### src/include/asco_pkg.sv
`default_nettype none
package asco_pkg;
  // Instruction word width and field positions
  localparam int IW_W        = 14;   // Instruction word width
  localparam int FADDR_W     = 7;    // File register address field width
  localparam int BITSEL_LSB  = 7;    // Bit-select field low bit
  localparam int BITSEL_W    = 3;    // Bit-select field width
  localparam int DEST_BIT    = 7;    // Destination select bit
  localparam int PC_W        = 13;   // Program counter width
  localparam int CALL_K_W    = 11;   // Call target field width
  localparam int PAGE_LO     = 3;    // Page select low bit
  localparam int PAGE_HI     = 4;    // Page select high bit
  localparam int DOG_W       = 8;    // Watchdog counter width
  localparam int PRE_W       = 8;    // Watchdog prescaler width
  // Opcode patterns
  localparam logic [13:0] OPC_AND_LIT_M  = 14'h3F00;  // Mask for literal AND
  localparam logic [13:0] OPC_AND_LIT_V  = 14'h3900;
  localparam logic [13:0] OPC_AND_FILE_M = 14'h3F00;  // Mask for file AND
  localparam logic [13:0] OPC_AND_FILE_V = 14'h0500;
  localparam logic [13:0] OPC_BIT_TEST_M = 14'h3C00;  // Mask for bit tests
  localparam logic [13:0] OPC_SKIP_CLR_V = 14'h1800;
  localparam logic [13:0] OPC_SKIP_SET_V = 14'h1C00;
  localparam logic [13:0] OPC_CALL_M     = 14'h3800;  // Mask for call
  localparam logic [13:0] OPC_CALL_V     = 14'h2000;
  localparam logic [13:0] OPC_CLR_FILE_M = 14'h3F80;  // Mask for file clear
  localparam logic [13:0] OPC_CLR_FILE_V = 14'h0180;
  localparam logic [13:0] OPC_CLR_ACC_M  = 14'h3F80;  // Mask for acc clear
  localparam logic [13:0] OPC_CLR_ACC_V  = 14'h0100;
  localparam logic [13:0] OPC_CLR_DOG    = 14'h0064;  // Exact watchdog clear
  // Reset values
  localparam logic [7:0]  ACC_RST      = 8'h00;
  localparam logic [12:0] PC_RST       = 13'h0000;
  localparam logic [7:0]  ZERO8        = 8'h00;
  // Watchdog wrap point
  localparam logic [7:0]  DOG_TOP      = 8'hFF;  // Last value of prescaler and counter
  // Decoded operation kinds
  typedef enum logic [2:0] {
    OP_NONE, OP_AND_LIT, OP_AND_FILE, OP_SKIP_CLR, OP_SKIP_SET, OP_CALL, OP_CLR_FILE, OP_CLR_ACC
  } asco_op_t;
endpackage
`default_nettype wire

### src/include/asco_dec_if.sv
`default_nettype none
// Decoded instruction fields from decoder to execution
interface asco_dec_if;
  asco_pkg::asco_op_t  op;        // Operation kind
  logic                dog_clr;   // Watchdog clear operation
  logic [7:0]          lit;       // Literal operand
  logic [6:0]          faddr;     // File address
  logic [2:0]          bitsel;    // Bit select
  logic                dest;      // Destination bit
  logic [10:0]         target;    // Call target
  modport dec (output op, dog_clr, lit, faddr, bitsel, dest, target);
  modport exe (input  op, dog_clr, lit, faddr, bitsel, dest, target);
endinterface
`default_nettype wire

### src/rtl/asco_decode.sv
`default_nettype none
// Splits an instruction word into operation kind and operand fields
module asco_decode (
  input  wire logic [13:0] instr,
  asco_dec_if.dec          d
);
  // Operation classification
  always_comb begin
    if ((instr & asco_pkg::OPC_AND_LIT_M) == asco_pkg::OPC_AND_LIT_V) begin
      d.op = asco_pkg::OP_AND_LIT;
    end else if ((instr & asco_pkg::OPC_AND_FILE_M) == asco_pkg::OPC_AND_FILE_V) begin
      d.op = asco_pkg::OP_AND_FILE;
    end else if ((instr & asco_pkg::OPC_BIT_TEST_M) == asco_pkg::OPC_SKIP_CLR_V) begin
      d.op = asco_pkg::OP_SKIP_CLR;
    end else if ((instr & asco_pkg::OPC_BIT_TEST_M) == asco_pkg::OPC_SKIP_SET_V) begin
      d.op = asco_pkg::OP_SKIP_SET;
    end else if ((instr & asco_pkg::OPC_CALL_M) == asco_pkg::OPC_CALL_V) begin
      d.op = asco_pkg::OP_CALL;
    end else if ((instr & asco_pkg::OPC_CLR_FILE_M) == asco_pkg::OPC_CLR_FILE_V) begin
      d.op = asco_pkg::OP_CLR_FILE;
    end else if ((instr & asco_pkg::OPC_CLR_ACC_M) == asco_pkg::OPC_CLR_ACC_V) begin
      d.op = asco_pkg::OP_CLR_ACC;
    end else begin
      d.op = asco_pkg::OP_NONE;
    end
  end
  // Operand fields
  assign d.dog_clr = (instr == asco_pkg::OPC_CLR_DOG);
  assign d.lit     = instr[7:0];
  assign d.faddr   = instr[asco_pkg::FADDR_W-1:0];
  assign d.bitsel  = instr[asco_pkg::BITSEL_LSB +: asco_pkg::BITSEL_W];
  assign d.dest    = instr[asco_pkg::DEST_BIT];
  assign d.target  = instr[asco_pkg::CALL_K_W-1:0];
endmodule // asco_decode
`default_nettype wire

### src/rtl/asco_exec.sv
// Notes on behaviour
// - Literal AND into accumulator, zero flag updated
// - Bit set skips next, two cycles
// - Bit clear skips next, two cycles
// - File AND, dest bit picks target
// - Call pushes incremented program counter in the same cycle as the PC load
// - Call loads eleven-bit target into low bits
// - Page latch bits 4:3 give PC 12:11
// - Call always takes two cycles
// - File clear writes zero, sets zero flag
// - Accumulator clear writes zero, sets zero flag
// - Watchdog clear zeroes counter and prescaler
// - Watchdog clear sets expiry and sleep flags
// - PC change or true test: second cycle NOP
`default_nettype none
module asco_exec (
  input  wire logic        SYS_CLK,         // Instruction clock
  input  wire logic        RESETN,          // Asynchronous reset, active low
  input  wire logic        INSTR_VALID,     // Instruction present this cycle
  input  wire logic [13:0] INSTR,           // Instruction word
  input  wire logic [12:0] PC_IN,           // Address of current instruction
  input  wire logic [7:0]  PAGE_SELECT_LATCH, // Page select register
  input  wire logic [7:0]  FILE_RDATA,      // Data of addressed file register
  input  wire logic        DOG_TICK,        // Watchdog prescaler input pulse
  output logic [7:0]       ACC_REGISTER,    // Accumulator
  output logic             RESULT_NULL_FLAG, // Zero flag
  output logic [6:0]       FILE_ADDR,       // File register address
  output logic [7:0]       FILE_WDATA,      // File register write data
  output logic             FILE_WE,         // File register write pulse
  output logic [12:0]      STACK_HEAD,      // Value pushed to stack
  output logic             STACK_PUSH,      // Stack push pulse
  output logic [12:0]      PC_LOAD,         // New program counter
  output logic             PC_LOAD_EN,      // Program counter load pulse
  output logic             SLOT_NOP,        // Previous cycle executed as NOP
  output logic [7:0]       DOG_TIMER_COUNT, // Watchdog counter
  output logic             DOG_TIMER_EXPIRY_FLAG, // Active-low style flag, 1 = no timeout
  output logic             SLEEP_ENTRY_FLAG // Active-low style flag, 1 = no sleep
);
  logic                    rst_s1_q;   // Reset release stage one
  logic                    rstn_q;     // Synchronised reset
  logic                    nop_q;      // Second cycle pending as NOP
  logic [7:0]              pre_q;      // Watchdog prescaler
  logic [7:0]              and_res;    // AND result
  logic                    bit_val;    // Tested bit
  logic                    go;         // Instruction executes this cycle
  asco_dec_if              dx ();      // Decoded fields

  // Decoder instance
  asco_decode u_dec (
    .instr (INSTR),
    .d     (dx.dec)
  );

  // Reset release through two flops
  always_ff @(posedge SYS_CLK or negedge RESETN) begin
    if (!RESETN) begin
      rst_s1_q <= 1'b0;
      rstn_q   <= 1'b0;
    end else begin
      rst_s1_q <= 1'b1;
      rstn_q   <= rst_s1_q;
    end
  end

  // An instruction executes unless its slot is a forced NOP
  assign go      = INSTR_VALID && !nop_q;
  // Accumulator AND with literal or file operand
  assign and_res = ACC_REGISTER & ((dx.op == asco_pkg::OP_AND_LIT) ? dx.lit : FILE_RDATA);
  // One of eight bits chosen by the three-bit field
  assign bit_val = FILE_RDATA[dx.bitsel];

  // Second-cycle NOP after PC change or true skip test
  always_ff @(posedge SYS_CLK or negedge rstn_q) begin
    if (!rstn_q) begin
      nop_q <= 1'b0;
    end else if (nop_q) begin
      nop_q <= 1'b0;
    end else if (go) begin
      nop_q <= (dx.op == asco_pkg::OP_CALL)
            || (dx.op == asco_pkg::OP_SKIP_SET && bit_val)
            || (dx.op == asco_pkg::OP_SKIP_CLR && !bit_val);
    end
  end
  always_ff @(posedge SYS_CLK or negedge rstn_q) begin
    if (!rstn_q) begin
      SLOT_NOP <= 1'b0;
    end else begin
      SLOT_NOP <= nop_q;
    end
  end

  // Accumulator update
  always_ff @(posedge SYS_CLK or negedge rstn_q) begin
    if (!rstn_q) begin
      ACC_REGISTER <= asco_pkg::ACC_RST;
    end else if (go) begin
      case (dx.op)
        asco_pkg::OP_AND_LIT: ACC_REGISTER <= and_res;
        asco_pkg::OP_AND_FILE: begin
          if (!dx.dest) begin
            ACC_REGISTER <= and_res;
          end
        end
        asco_pkg::OP_CLR_ACC: ACC_REGISTER <= asco_pkg::ZERO8;
        default:            ACC_REGISTER <= ACC_REGISTER;
      endcase
    end
  end

  // Zero flag
  always_ff @(posedge SYS_CLK or negedge rstn_q) begin
    if (!rstn_q) begin
      RESULT_NULL_FLAG <= 1'b0;
    end else if (go) begin
      case (dx.op)
        asco_pkg::OP_AND_LIT,
        asco_pkg::OP_AND_FILE: RESULT_NULL_FLAG <= (and_res == asco_pkg::ZERO8);
        asco_pkg::OP_CLR_FILE: RESULT_NULL_FLAG <= 1'b1;
        asco_pkg::OP_CLR_ACC:  RESULT_NULL_FLAG <= 1'b1;
        default:            RESULT_NULL_FLAG <= RESULT_NULL_FLAG;
      endcase
    end
  end

  // File register write port
  always_ff @(posedge SYS_CLK or negedge rstn_q) begin
    if (!rstn_q) begin
      FILE_WE    <= 1'b0;
      FILE_ADDR  <= 7'h00;
      FILE_WDATA <= asco_pkg::ZERO8;
    end else begin
      FILE_ADDR <= dx.faddr;
      if (go && dx.op == asco_pkg::OP_AND_FILE && dx.dest) begin
        FILE_WE    <= 1'b1;
        FILE_WDATA <= and_res;
      end else if (go && dx.op == asco_pkg::OP_CLR_FILE) begin
        FILE_WE    <= 1'b1;
        FILE_WDATA <= asco_pkg::ZERO8;
      end else begin
        FILE_WE    <= 1'b0;
      end
    end
  end

  // Call: push return address and load paged target
  always_ff @(posedge SYS_CLK or negedge rstn_q) begin
    if (!rstn_q) begin
      STACK_PUSH <= 1'b0;
      STACK_HEAD <= asco_pkg::PC_RST;
      PC_LOAD_EN <= 1'b0;
      PC_LOAD    <= asco_pkg::PC_RST;
    end else if (go && dx.op == asco_pkg::OP_CALL) begin
      STACK_PUSH <= 1'b1;
      STACK_HEAD <= PC_IN + 13'h0001;
      PC_LOAD_EN <= 1'b1;
      PC_LOAD    <= {PAGE_SELECT_LATCH[asco_pkg::PAGE_HI:asco_pkg::PAGE_LO], dx.target};
    end else begin
      STACK_PUSH <= 1'b0;
      PC_LOAD_EN <= 1'b0;
    end
  end

  // Watchdog prescaler and counter
  always_ff @(posedge SYS_CLK or negedge rstn_q) begin
    if (!rstn_q) begin
      pre_q           <= asco_pkg::ZERO8;
      DOG_TIMER_COUNT <= asco_pkg::ZERO8;
    end else if (go && dx.dog_clr) begin
      pre_q           <= asco_pkg::ZERO8;
      DOG_TIMER_COUNT <= asco_pkg::ZERO8;
    end else if (DOG_TICK) begin
      pre_q <= pre_q + 8'h01;
      if (pre_q == asco_pkg::DOG_TOP) begin
        DOG_TIMER_COUNT <= DOG_TIMER_COUNT + 8'h01;
      end
    end
  end

  // Expiry and sleep status flags
  always_ff @(posedge SYS_CLK or negedge rstn_q) begin
    if (!rstn_q) begin
      DOG_TIMER_EXPIRY_FLAG <= 1'b1;
      SLEEP_ENTRY_FLAG      <= 1'b1;
    end else if (go && dx.dog_clr) begin
      DOG_TIMER_EXPIRY_FLAG <= 1'b1;
      SLEEP_ENTRY_FLAG      <= 1'b1;
    end else if (DOG_TICK && pre_q == asco_pkg::DOG_TOP && DOG_TIMER_COUNT == asco_pkg::DOG_TOP) begin
      DOG_TIMER_EXPIRY_FLAG <= 1'b0;
    end
  end

  // Call always leaves a NOP second cycle
  call_two_a: assert property (@(posedge SYS_CLK) disable iff (!rstn_q)
    go && dx.op == asco_pkg::OP_CALL |=> nop_q ##1 !nop_q)
    else $error("call not two cycles");
  // Skip decisions follow the tested bit
  skip_set_a: assert property (@(posedge SYS_CLK) disable iff (!rstn_q)
    go && dx.op == asco_pkg::OP_SKIP_SET |=> nop_q == $past(bit_val))
    else $error("set skip wrong");
  skip_clr_a: assert property (@(posedge SYS_CLK) disable iff (!rstn_q)
    go && dx.op == asco_pkg::OP_SKIP_CLR |=> nop_q == !$past(bit_val))
    else $error("clear skip wrong");
  // Return address and paged target
  push_addr_a: assert property (@(posedge SYS_CLK) disable iff (!rstn_q)
    STACK_PUSH |-> STACK_HEAD == $past(PC_IN) + 13'h0001)
    else $error("bad return addr");
  call_tgt_a: assert property (@(posedge SYS_CLK) disable iff (!rstn_q)
    PC_LOAD_EN |-> PC_LOAD[10:0] == $past(INSTR[10:0])
      && PC_LOAD[12:11] == $past(PAGE_SELECT_LATCH[4:3]))
    else $error("bad call target");
  // Accumulator and file results
  and_lit_a: assert property (@(posedge SYS_CLK) disable iff (!rstn_q)
    go && dx.op == asco_pkg::OP_AND_LIT |=> ACC_REGISTER == ($past(ACC_REGISTER) & $past(INSTR[7:0]))
      && RESULT_NULL_FLAG == (ACC_REGISTER == 8'h00))
    else $error("literal AND wrong");
  and_file_a: assert property (@(posedge SYS_CLK) disable iff (!rstn_q)
    go && dx.op == asco_pkg::OP_AND_FILE && dx.dest |=> FILE_WE
      && FILE_WDATA == ($past(ACC_REGISTER) & $past(FILE_RDATA))
      && RESULT_NULL_FLAG == (FILE_WDATA == 8'h00))
    else $error("file AND wrong");
  clr_acc_a: assert property (@(posedge SYS_CLK) disable iff (!rstn_q)
    go && dx.op == asco_pkg::OP_CLR_ACC |=> ACC_REGISTER == 8'h00 && RESULT_NULL_FLAG)
    else $error("acc clear wrong");
  clr_file_a: assert property (@(posedge SYS_CLK) disable iff (!rstn_q)
    go && dx.op == asco_pkg::OP_CLR_FILE |=> FILE_WE && FILE_WDATA == 8'h00 && RESULT_NULL_FLAG)
    else $error("file clear wrong");
  // Suppressed slot has no side effects
  nop_slot_a: assert property (@(posedge SYS_CLK) disable iff (!rstn_q)
    nop_q |=> SLOT_NOP && !FILE_WE && !STACK_PUSH && !PC_LOAD_EN)
    else $error("nop slot not idle");
  // Watchdog clear zeroes counts and raises both flags
  dog_clr_a: assert property (@(posedge SYS_CLK) disable iff (!rstn_q)
    go && dx.dog_clr |=> DOG_TIMER_COUNT == 8'h00 && pre_q == 8'h00
      && DOG_TIMER_EXPIRY_FLAG && SLEEP_ENTRY_FLAG)
    else $error("watchdog clear wrong");
endmodule // asco_exec
`default_nettype wire

### config.mk
export PLATFORM = sky130hd
export DESIGN_NAME = asco_exec
export DESIGN_NICKNAME = d
export VERILOG_FILES = /design/src/include/asco_pkg.sv /design/src/include/asco_dec_if.sv /design/src/rtl/asco_decode.sv /design/src/rtl/asco_exec.sv
export SDC_FILE = /design/constraint.sdc
export NUM_CORES = 1
export LEC_CHECK = 0
export BUFFER_PORTS_ARGS = -buffer_cell sky130_fd_sc_hd__buf_2
export CORE_MARGIN = 2
export CORE_UTILIZATION = 50
export CTS_BUF_LIST = sky130_fd_sc_hd__clkbuf_16
export CTS_CLUSTER_SIZE = 10
export DETAILED_ROUTE_END_ITERATION = 10
export GPL_ROUTABILITY_DRIVEN = 0
export PLACE_DENSITY = 0.83
export SLEW_MARGIN = 20
export SYNTH_ARGS = -nofsm -noshare
export SYNTH_HDL_FRONTEND = slang
export SYNTH_SLANG_ARGS = --single-unit
### constraint.sdc
create_clock -name SYS_CLK -period 3.1 [get_ports SYS_CLK]
set_input_delay 0.62 -clock SYS_CLK [delete_from_list [all_inputs] [get_ports SYS_CLK]]
set_output_delay 0.62 -clock SYS_CLK [all_outputs]
set_load 0.02 [all_outputs]
# --- Yosys cells after proc, flatten, opt, wreduce, memory -nomap -nowiden ---
# Cells that the tools add are included.
classes:
  add_sub_neg: 3
  n_lt_le_gt_ge: 1
  n_eq_ne: 18
  n_mux: 27
  n_bitwise: 1
  n_reduce_logical: 26
ops:
  columns: ["cell", "count"]
  rows:
  - ["$mux W8", 9]
  - ["$pmux W8 S3", 1]
  - ["$mux W3", 7]
  - ["$add A8 B1 Y8 const B", 2]
  - ["$eq A8 B8 Y1 const B", 2]
  - ["$eq A3 B3 Y1 const B", 5]
  - ["$eq A14 B7 Y1 const B", 1]
  - ["$eq A7 B2 Y1 const B", 2]
  - ["$add A13 B1 Y13 const B", 1]
  - ["$logic_and A1 B1 Y1", 10]
  - ["$reduce_bool A2 Y1", 5]
  - ["$and A8 B8 Y8", 1]
  - ["$eq A4 B3 Y1 const B", 2]
  - ["$logic_not A8 Y1", 1]
  - ["$mux W1", 8]
  - ["$eq A3 B2 Y1 const B", 2]
  - ["$eq A6 B3 Y1 const B", 1]
  - ["$eq A6 B6 Y1 const B", 1]
  - ["$lt A3 B4 Y1 const B", 1]
  - ["$reduce_and A2 Y1", 2]
  - ["$reduce_or A2 Y1", 2]
  - ["$bmux W1 S3", 1]
  - ["$eq A3 B1 Y1 const B", 1]
  - ["$reduce_and A3 Y1", 1]
  - ["other kinds (5)", 7]
word_totals:
  regBits: 73
  input_bits: 47
  wordCells: 91

# --- Logic depth before layout (Yosys ltp) ---
# Gate-level depths: netlist (run 1).
depth:
  depth_word: 14
  mapped_depth: 7
  depth_no_buf: 7

# --- Modules after synthesis ---
# From an unflattened synthesis (run 1), not the netlist that was laid out.
hier_totals:
  cells_unflattened: 359
  area_unflattened_um2: 3579.7
modules_own_cells:
  columns: ["module", "instances", "cells_each", "area_per_inst_um2", "seq_area_each_um2"]
  rows:
  - ["asco_exec", 1, 310, 3235.6, 1828.0]
  - ["asco_decode", 1, 49, 344.1, 0.0]

# --- Worst setup path after synthesis (run 1) ---
# No wires, ideal clock.
synth_path:
  kind: "input port to flip-flop"
  from: "in DOG_TICK"
  to: "reg DOG_TIMER_COUNT[5]"
  setup_time_ns: 0.122
  arrival_ns: 1.847
  setup_slack_ns: 1.132
  cell_stages: 7
  n_path_buf: 1
  cell_sequence: "buf_2 -> nand4_1 -> nor3_2 -> and3_1 -> nand4_1 -> xor2_1 -> nor2_1"
synth_between:
  elab_chain_len: 2
synth_rtl:
  columns: ["element", "line_no", "text"]
  rows:
  - ["start, declared", "asco_exec.sv:24", "input wire logic DOG_TICK,"]
  - ["$reduce_bool A2 Y1 (no source line)", null, null]
  - ["$reduce_and A2 Y1 (no source line)", null, null]
  - ["end signal, assigned", "asco_exec.sv:167", "DOG_TIMER_COUNT <= asco_pkg::ZERO8;"]
  - ["end signal, assigned", "asco_exec.sv:170", "DOG_TIMER_COUNT <= asco_pkg::ZERO8;"]
  - ["end signal, assigned", "asco_exec.sv:174", "DOG_TIMER_COUNT <= DOG_TIMER_COUNT + 8'h01;"]
  - ["end, declared", "asco_exec.sv:35", "output logic [7:0] DOG_TIMER_COUNT,"]
# No other way between the ends.
# A chain may end at the register's enable or synchronous reset.

# --- Final worst setup path (run 1) ---
layout_path:
  from: "reg pre_q[1]"
  to: "reg DOG_TIMER_COUNT[6]"
layout_between:
  elab_chain_len: 3
layout_rtl:
  columns: ["element", "line_no", "text"]
  rows:
  - ["start, declared", "asco_exec.sv:42", "logic [7:0] pre_q;"]
  - ["start signal, assigned", "asco_exec.sv:166", "pre_q <= asco_pkg::ZERO8;"]
  - ["start signal, assigned", "asco_exec.sv:169", "pre_q <= asco_pkg::ZERO8;"]
  - ["start signal, assigned", "asco_exec.sv:172", "pre_q <= pre_q + 8'h01;"]
  - ["$eq A8 B8 Y1", "asco_exec.sv:173", "if (pre_q == asco_pkg::DOG_TOP) begin"]
  - ["$reduce_bool A2 Y1 (no source line)", null, null]
  - ["$reduce_and A2 Y1 (no source line)", null, null]
# No other way between the ends.

==> flow_summary.toml, run 1 <==
[yosys]
yosys_warnings = 0
netlist_area_sq_um = 3240
synth_edf_count = 0
synth.distinct_cells = 36
yosys-top-cells-count = "nand2_1 (81), dfrtp_1 (72), nor2_1 (21)"
synth_area_leaders = "dfrtp_1 (56%), nand2_1 (9.4%), xor2_1 (4.9%)"
yosysTopAreaCell = "dfrtp_1"
synth_top_area_share_pct = 55.6
synthArstFlopShare_pct = 100
ys_ff_latch = 73
synth_cells = 310
ys_seq_area_share_pct = 56.4
synthFlopType = "dfrtp_1"
synthMostInstantiatedCell = "nand2_1"
syn_area_per_cell_sq_um = 10.5

[critical_path]
reg2reg_slack_ns = 1.13
critPathCaptureType = "flop"
r2r_end = "DOG_TIMER_COUNT[6]$_DFFE_PN0P_"
crit_fanout = 5
critPathLaunchType = "flop"
rr_worst_depth = 7
critPathRequiredTime_ns = 3.31
r2r_start = "pre_q[1]$_DFFE_PN0P_"
worstSetupPathType = "flop to flop"
arrival_ns = 2.18

[routing]
vias_per_cell = 5.35
wire_per_inst_microns = 15.1
routed_wl_mm = 7.53
drt_iter0_drc = 103
vias = 2662
drtPass1Iterations = 4
antenna_left = 0
drc = 0

[sta]
setup_tns_ns = 0
hold_ws_ns = 0.0630
setup_viol = 0
fmax_ghz = 0.508
hold_viol = 0
maxSlewViolCount = 0
post-route-period-util_pct = 63.5
min_period_ns = 1.97
worstMarginPinSlew_ns = 0.713
skew_ns = 0.00590
max-slew-margin-rel_pct = 52.2
setup_ws_ns = 1.13
rsz0062_at_grt = "false"

[clock_tree]
cts_post_setup_buffers_inserted = 0
holdBufCountCts = 0
worstSkewPairLatency_ns = 0.33
ctsRootBufferMaster = "clkbuf_16"
h-tree-depth = 3
cts_buffers = 9
cts.sinks = 73
cts_resized = 0
cts_tree = "done"
cts_buffer_depth = 2
path_clk_slew_ns = 0.06

[place]
portBuffers = 103
pre_cts_ws_ns = 0.837
dpl_cell_area_sq_um = 3820
dp_cells = 482
place_hpwl_mm = 5.39

[floorplan]
rows = 29
core_sq_um = 6310
dieArea_sq_um = 7140
initial_core_util_pct = 51.3
fp.dieW_microns = 84.5
pin_count = 111
dieHeight_microns = 84.5

[finish]
design_area_sq_um = 4140
nets = 466
area_delta_synth_final_pct = 27.7
stdcell_count = 498
drive_above_1_share_pct = 31.4
num_antenna_cells = 0
fillers = 519

[power_and_ir_drop]
vdd_drop_max_mv = 0.474
power_density_nw_per_um2 = 651
p_leak_nw = 2.14

[grt]
antenna_found_initial = 0
grt_pass1_vias = 2589
grt_first_pass_wirelength_mm = 12.6
grt_max_degree = 44
gr-usage-all-layers_pct = 22.3
overflow = 0

[job]
maxCapViolations = 0

[run_status]
status = "finished, final reports clean"

[hold_path]
hold_class = "input pin to async pin"
-- critical path, stage by stage (launching register included) --
cell and delay [ns]:
dfrtp_1 0.40, ha_1 0.19, nand4_1 0.18, nor3_2 0.42, and3_1 0.32, nand4_1 0.13, xor2_1 0.15, nor2_1 0.05
-- flip-flops by register name, summed over array words and instances (netlist names) --
register,flops
FILE_WDATA,8
ACC_REGISTER,8
STACK_HEAD,13
RESULT_NULL_FLAG,1
PC_LOAD_EN,1
DOG_TIMER_COUNT,8
nop_q,1
PC_LOAD,13
rst_s1_q,1
pre_q,8
SLOT_NOP,1
DOG_TIMER_EXPIRY_FLAG,1
FILE_ADDR,7
rstn_q,1
FILE_WE,1
-- power breakdown --
part	internal, W	switching (W)
clock	0.000703	0.000401
combinational	0.000160	0.000265
sequential	0.00108	0.0000900
total	0.00194	0.000756
-- area by class of cell --
cell class	instances	area, sq um	share of cell area [%]
sequential	73	1830	44.2
multi-input combinational	221	1340	32.3
timing repair buffer	107	546	13.2
clock buffer	9	225	5.44
tap	77	96.3	2.33
clock inverter	7	92.6	2.24
inverter	4	15.0	0.363
-- metrics by stage --
| stage | power [W] | utilization (%) |
|---|---|---|
| 6_report | 0.00269 | 65.6 |
| 2_1_floorplan | 0.00144 | - |
| 3_5_place_dp | 0.00161 | 60.5 |
| 5_1_grt | 0.00282 | 65.6 |
| 4_1_cts | 0.00272 | 65.6 |
| 3_3_place_gp | 0.00159 | 60.5 |
-- placed cells by master (no fill, tap or decap), types with 9 or more instances in the layout --
cell type and n:
buf_2 103, nand2_1 81, dfrtp_1 71, nor2_1 21
xor2_1 18, a22o_1 16, nand3_1 14, o21ai_0 13
mux2i_1 11, clkbuf_16 9
-- metal layers --
| metal | GRT usage (%) | wire length [microns] | up-vias |
|---|---|---|---|
| li1 | - | - | 1260 |
| met1 | 29.3 | 3240 | 1281 |
| met2 | 35.7 | 3640 | 108 |
| met3 | 5.51 | 489 | 13 |
| met4 | 9.24 | 155 | 0 |
| met5 | 0 | 0 | - |
-- logic make-up (layout without fill, tap and decap cells) --
kind of cell,count (synthesis),count (layout),synth area share (%)
adders and majority gates,3,3,1.16
other,1,2,0.116
DFF,73,73,56.4
AOI/OAI and AO/OA,35,35,7.53
xor gates and xnor gates,26,26,7.02
buffers and inverters,17,127,2.51
muxes,13,13,4.79
and+or+nand+nor,142,142,20.5
-- worst max path at each step --
stage | start | end | slack [ns] | cells past startpoint
2_1_floorplan | rstn_q$_DFF_PN0_ | ACC_REGISTER[0]$_DFFE_PN0P_ | 0.92 | 0
3_3_place_gp | INSTR[9] | RESULT_NULL_FLAG$_DFFE_PN0P_ | 0.82 | 8
3_5_place_dp | INSTR[9] | RESULT_NULL_FLAG$_DFFE_PN0P_ | 0.84 | 8
4_1_cts | pre_q[0]$_DFFE_PN0P_ | DOG_TIMER_COUNT[6]$_DFFE_PN0P_ | 1.15 | 7
5_1_grt | pre_q[0]$_DFFE_PN0P_ | DOG_TIMER_COUNT[6]$_DFFE_PN0P_ | 0.97 | 7
6_report | pre_q[1]$_DFFE_PN0P_ | DOG_TIMER_COUNT[6]$_DFFE_PN0P_ | 1.13 | 7
(Power assumes the default switching activity.)
==> run 2: changes to the inputs <==
- clock period: 3.1 -> 2 ns (I/O delays scaled with it)
==> flow_summary.toml, run 2 (synthesized netlist as in run 1, its figures left out) <==
[routing]
wire_per_inst_microns = 14.6
vias = 2689
wl_met1_mm = 3.16
antenna_left = 0
wl_met3_microns = 571
routed_wl_mm = 7.44
top_layer = "met4"
drtPass1Iterations = 4
vias_per_cell = 5.26
route.met2.wl_mm = 3.55
drt_iter0_drc = 169
drc = 0

[grt]
grt_max_degree = 43
antenna_found_initial = 0
grt_pass1_vias = 2569
grt_first_pass_wirelength_mm = 12.4
gr-usage-all-layers_pct = 21.9
overflow = 0

[critical_path]
reg2reg_slack_ns = 0.24
worstSetupPathType = "flop to flop"
arrival_ns = 1.97
r2r_end = "DOG_TIMER_COUNT[5]$_DFFE_PN0P_"
r2r_start = "pre_q[0]$_DFFE_PN0P_"
worst_path_largest_cell_delay_ns = 0.41
crit_path_start = "pre_q[0]$_DFFE_PN0P_"
path_cells = "ha_1 -> nand4_1 -> nor3_2 -> and3_1 -> nand4_1 -> xor2_1 -> nor2_1"
slowest_stage = "dfrtp_1"
critPathCaptureType = "flop"
cp_common_cell = "nand4_1"
critPathLaunchType = "flop"
endpoint = "DOG_TIMER_COUNT[5]$_DFFE_PN0P_"
crit_fanout = 5
rr_worst_depth = 7
critPathRequiredTime_ns = 2.21

[sta]
setup_viol = 0
hold_viol = 0
setup_ws_ns = 0.242
rsz0062_at_grt = "false"
worstMarginPinSlew_ns = 0.639
setup_tns_ns = 0
post-route-period-util_pct = 87.9
max-slew-margin-rel_pct = 57.1
skew_ns = 0.00549
min_period_ns = 1.76
maxSlewViolCount = 0
fmax_ghz = 0.569

[run_status]
status = "finished, final reports clean"

[power_and_ir_drop]
power_frac_comb_pct = 16.6
p_leak_nw = 2.22
p_int_w = 0.00290
power_density_nw_per_um2 = 956
seqPwrFrac_pct = 44.1
vdd_drop_max_mv = 0.849
p_clk_share_pct = 39.3
switchingPower_w = 0.00118
netSwitchingFraction_pct = 28.9

[finish]
final_common_cell = "buf_2"
top_regs = "PC_LOAD (13), STACK_HEAD (13)"
nets = 479
area_delta_synth_final_pct = 31.6
drive_above_1_share_pct = 33.4
final_cell_mix = "buf_2 (103), nand2_1 (81), dfrtp_1 (71), nor2_1 (21), xor2_1 (18)"
num_antenna_cells = 0
fillers = 500

[place]
portBuffers = 103
place_hpwl_mm = 5.45
pre_cts_ws_ns = 0.0790

[clock_tree]
h-tree-depth = 3
cts_tree = "done"
cts_buffer_depth = 2
cts_resized = 0
ctsRootBufferMaster = "clkbuf_16"
cts.sinks = 73
path_clk_slew_ns = 0.06
cts_buffers = 9
worstSkewPairLatency_ns = 0.33

[floorplan]
dieArea_sq_um = 7140
rows = 29
core_sq_um = 6310
fp.dieW_microns = 84.5
pin_count = 111
dieHeight_microns = 84.5
initial_core_util_pct = 51.3

[job]
maxCapViolations = 0

[hold_path]
hold_class = "input pin to flop"
## run 2: cell count changes in the layout (fill, tap and decap cells not counted), sizes merged
| cell | delta |
|---|---|
| clkinv | +1 |
| dlygate4sd3 | +1 |
| bufinv | -1 |
| buf | +12 |
## run 2: layout make-up
class	instances	area [sq um]	area share, %
Tap cell	77	96.3	2.26
Multi-Input combinational cell	221	1340	31.3
Sequential cell	73	1830	42.9
Clock buffer	9	225	5.28
Inverter	4	15.0	0.352
Clock inverter	7	80.1	1.88
Timing Repair Buffer	120	683	16.0
## run 2: metal layers
metal	GRT usage, %	vias to the layer above
met5	0	-
met4	7.94	0
met3	6.00	16
met2	34.4	109
met1	29.4	1280
li1	-	1284
## run 2: worst min path at each step
stage / start / to / slack [ns] / cells past startpoint
finish: INSTR[5] / FILE_ADDR[5]$_DFF_PN0_ / 0.22 / 1
global route: INSTR[5] / FILE_ADDR[5]$_DFF_PN0_ / 0.21 / 1
detailed placement: RESETN / rst_s1_q$_DFF_PN0_ / 0.19 / 1
CTS: INSTR[5] / FILE_ADDR[5]$_DFF_PN0_ / 0.21 / 1
global placement: RESETN / rst_s1_q$_DFF_PN0_ / 0.19 / 1
floorplan: RESETN / rst_s1_q$_DFF_PN0_ / 0.10 / 0
## run 2: per-stage QoR
stage	cell area [sq um]	power (W)	hold WS, ns	cells	util (%)
2_1_floorplan	3250	0.00223	0.104	311	-
3_3_place_gp	3950	0.00247	0.186	494	62.6
3_5_place_dp	3950	0.00250	0.187	494	62.6
4_1_cts	4270	0.00412	0.211	511	67.6
5_1_grt	4270	0.00427	0.209	511	67.6
6_report	4270	0.00408	0.225	511	67.6
## run 2: worst max-delay path, delay by kind of cell (launching register included)
family / cells / cell delay, ns
flops: 1 / 0.41
xor+xnor: 1 / 0.16
simple gates: 5 / 0.88
fa+ha+maj: 1 / 0.18
## run 2: power groups by stage
stage	Sequential, W	Combinational (W)	Clock [W]
3_5_place_dp	0.00182	0.000680	0
2_1_floorplan	0.00197	0.000255	0
6_report	0.00180	0.000675	0.00160
5_1_grt	0.00183	0.000748	0.00170
4_1_cts	0.00180	0.000685	0.00164
3_3_place_gp	0.00181	0.000660	0
## run 2: what timing repair did
item,CTS,global route
setup buffers,0,0
endpoints found under the setup margin,0,0
hold buffers,1,0
hold endpoints to repair,2,0
==> run 3: changes to the inputs <==
- ABC_AREA: default -> 1
- CORE_UTILIZATION: 50 -> 51
- CTS_BUF_LIST: sky130_fd_sc_hd__clkbuf_16 -> default
==> flow_summary.toml, run 3 <==
[clock_tree]
cts_buffers = 9
path_clk_slew_ns = 0.08
cts.sinks = 73
cts_post_setup_buffers_inserted = 0
worstSkewPairLatency_ns = 0.34
cts_tree = "done"
holdBufCountCts = 1
h-tree-depth = 3
cts_resized = 0
ctsRootBufferMaster = "clkbuf_8"
cts_buffer_depth = 2

[routing]
drc = 0
drtPass1Iterations = 7
vias_per_cell = 5.20
antenna_left = 0
routed_wl_mm = 8.49
wire_per_inst_microns = 14.1
vias = 3133
drt_iter0_drc = 206

[floorplan]
fp.dieW_microns = 87.4
core_sq_um = 6760
pin_count = 111
dieArea_sq_um = 7650
initial_core_util_pct = 52.6
dieHeight_microns = 87.4
rows = 30

[sta]
hold_viol = 0
worstMarginPinSlew_ns = 0.607
min_period_ns = 1.59
max-slew-margin-rel_pct = 59.5
post-route-period-util_pct = 79.4
rsz0062_at_grt = "false"
fmax_ghz = 0.629
setup_tns_ns = 0
setup_ws_ns = 0.411
skew_ns = 0.00645
hold_ws_ns = 0.182
setup_viol = 0
maxSlewViolCount = 0

[yosys]
netlist_area_sq_um = 3550
synth_cells = 407
yosys_warnings = 0
ys_seq_area_share_pct = 51.5
synthArstFlopShare_pct = 100
ys_ff_latch = 73
synth_area_leaders = "dfrtp_1 (51%), nand2_1 (9.2%), inv_1 (4.8%)"
syn_area_per_cell_sq_um = 8.72
synth.distinct_cells = 40
synthFlopType = "dfrtp_1"
yosys-top-cells-count = "nand2_1 (87), dfrtp_1 (72), inv_1 (45)"
synthMostInstantiatedCell = "nand2_1"
synth_top_area_share_pct = 50.7
yosysTopAreaCell = "dfrtp_1"
synth_edf_count = 0

[critical_path]
crit_buf_inv = 1
critPathRequiredTime_ns = 2.26
worst_path_largest_cell_delay_ns = 0.37
critPathLaunchType = "flop"
worstSetupPathType = "flop to flop"
arrival_ns = 1.85
path_delay_family = "simple AND/OR/NAND/NOR gates"
slowest_stage = "dfrtp_1"
crit_fanout = 6
critPathCaptureType = "flop"
path_cells = "ha_1 -> nand3_1 -> nor2_2 -> nand2_2 -> inv_2 -> nand3_2 -> o21ai_1 -> nand2_1 -> nor2_1"

[power_and_ir_drop]
seqPwrFrac_pct = 44.3
power_density_nw_per_um2 = 949
switchingPower_w = 0.00123
p_clk_share_pct = 35.3
netSwitchingFraction_pct = 29.3
p_leak_nw = 2.37
vdd_drop_max_mv = 0.502
power_frac_comb_pct = 20.5
p_int_w = 0.00297

[place]
pre_cts_ws_ns = 0.288
place_hpwl_mm = 6.44
portBuffers = 103

[grt]
overflow = 0
grt_pass1_vias = 2889
grt_max_degree = 49
gr-usage-all-layers_pct = 22.9
grt_first_pass_wirelength_mm = 13.5
antenna_found_initial = 0

[finish]
area_delta_synth_final_pct = 24.8
top_regs = "PC_LOAD (13), STACK_HEAD (13)"
nets = 567
final_common_cell = "buf_2"
num_antenna_cells = 0
final_cell_mix = "buf_2 (103), nand2_1 (87), dfrtp_1 (71), inv_1 (45), nand3_1 (31)"
drive_above_1_share_pct = 29.5

[hold_path]
hold_class = "input pin to flop"

[job]
maxCapViolations = 0

[run_status]
status = "finished, final reports clean"
## run 3: changes by cell type after synthesis, moves of 7 or more
cell / before / now
a22o_1: 16 / 0
inv_1: 3 / 45
mux2i_1: 11 / 1
a21oi_1: 2 / 13
xor2_1: 18 / 8
o22ai_1: 0 / 8
nand4_1: 5 / 13
o21ai_1: 1 / 24
nor3_1: 0 / 10
inv_2: 1 / 9
nand3_1: 14 / 31
nand3_2: 0 / 7
## run 3: cell type report
class	instances	area, sq um
Fill cell	546	2330
Timing Repair Buffer	107	561
Clock buffer	11	131
Inverter	55	206
Clock inverter	5	128
Tap cell	80	100
Multi-Input combinational cell	271	1480
Sequential cell	73	1830
## run 3: per-stage QoR
| stage | cell area [sq um] | total power (W) | instances | util (%) |
|---|---|---|---|---|
| 2_1_floorplan | 3560 | 0.00242 | 408 | - |
| 3_3_place_gp | 4160 | 0.00272 | 585 | 61.6 |
| 3_5_place_dp | 4160 | 0.00275 | 585 | 61.6 |
| 4_1_cts | 4430 | 0.00424 | 602 | 65.6 |
| 5_1_grt | 4430 | 0.00442 | 602 | 65.6 |
| 6_report | 4430 | 0.00420 | 602 | 65.6 |
## run 3: power groups by stage
stage,Sequential (W),Combinational [W],Clock (W)
after floorplan,0.00209,0.000334,0
after global placement,0.00187,0.000841,0
after detailed placement,0.00189,0.000866,0
after CTS,0.00186,0.000869,0.00151
after global routing,0.00189,0.000955,0.00158
final,0.00186,0.000861,0.00148
## run 3: cell families (layout without fill, tap and decap cells)
logic type	Yosys count	in the layout	share of synthesized area (%)
xor gates and xnor gates	10	10	2.47
buffers and inverters	64	178	7.08
other	1	2	0.106
AOI/OAI and AO/OA	68	68	11.0
muxes	1	1	0.282
and+or+nand+nor	187	187	26.5
DFF	73	73	51.5
adders and majority gates	3	3	1.06
## run 3: worst paths after layout
check                                           from                           endpoint  slack, ns  cells past startpoint
worst max-delay path            pre_q[0]$_DFFE_PN0P_     DOG_TIMER_COUNT[5]$_DFFE_PN0P_       0.41                      9
worst min-delay path                        INSTR[0]             FILE_ADDR[0]$_DFF_PN0_       0.18                      1
worst max register to register  pre_q[0]$_DFFE_PN0P_     DOG_TIMER_COUNT[5]$_DFFE_PN0P_       0.41                      9
worst min register to register      rstn_q$_DFF_PN0_         STACK_HEAD[11]$_DFFE_PN0P_       0.26                      0
max in group asynchronous           rstn_q$_DFF_PN0_  DOG_TIMER_EXPIRY_FLAG$_DFFE_PN1P_       1.03                      1
min in group asynchronous           rstn_q$_DFF_PN0_         STACK_HEAD[11]$_DFFE_PN0P_       0.26                      0
## run 3: per-layer routing
metal,routed length [microns],part of all wire [%],track usage [%]
met2,4130,49,37.3
met3,523,6.2,5.02
met5,0,0,0
met1,3670,43,29.3
met4,171,2.0,10.3
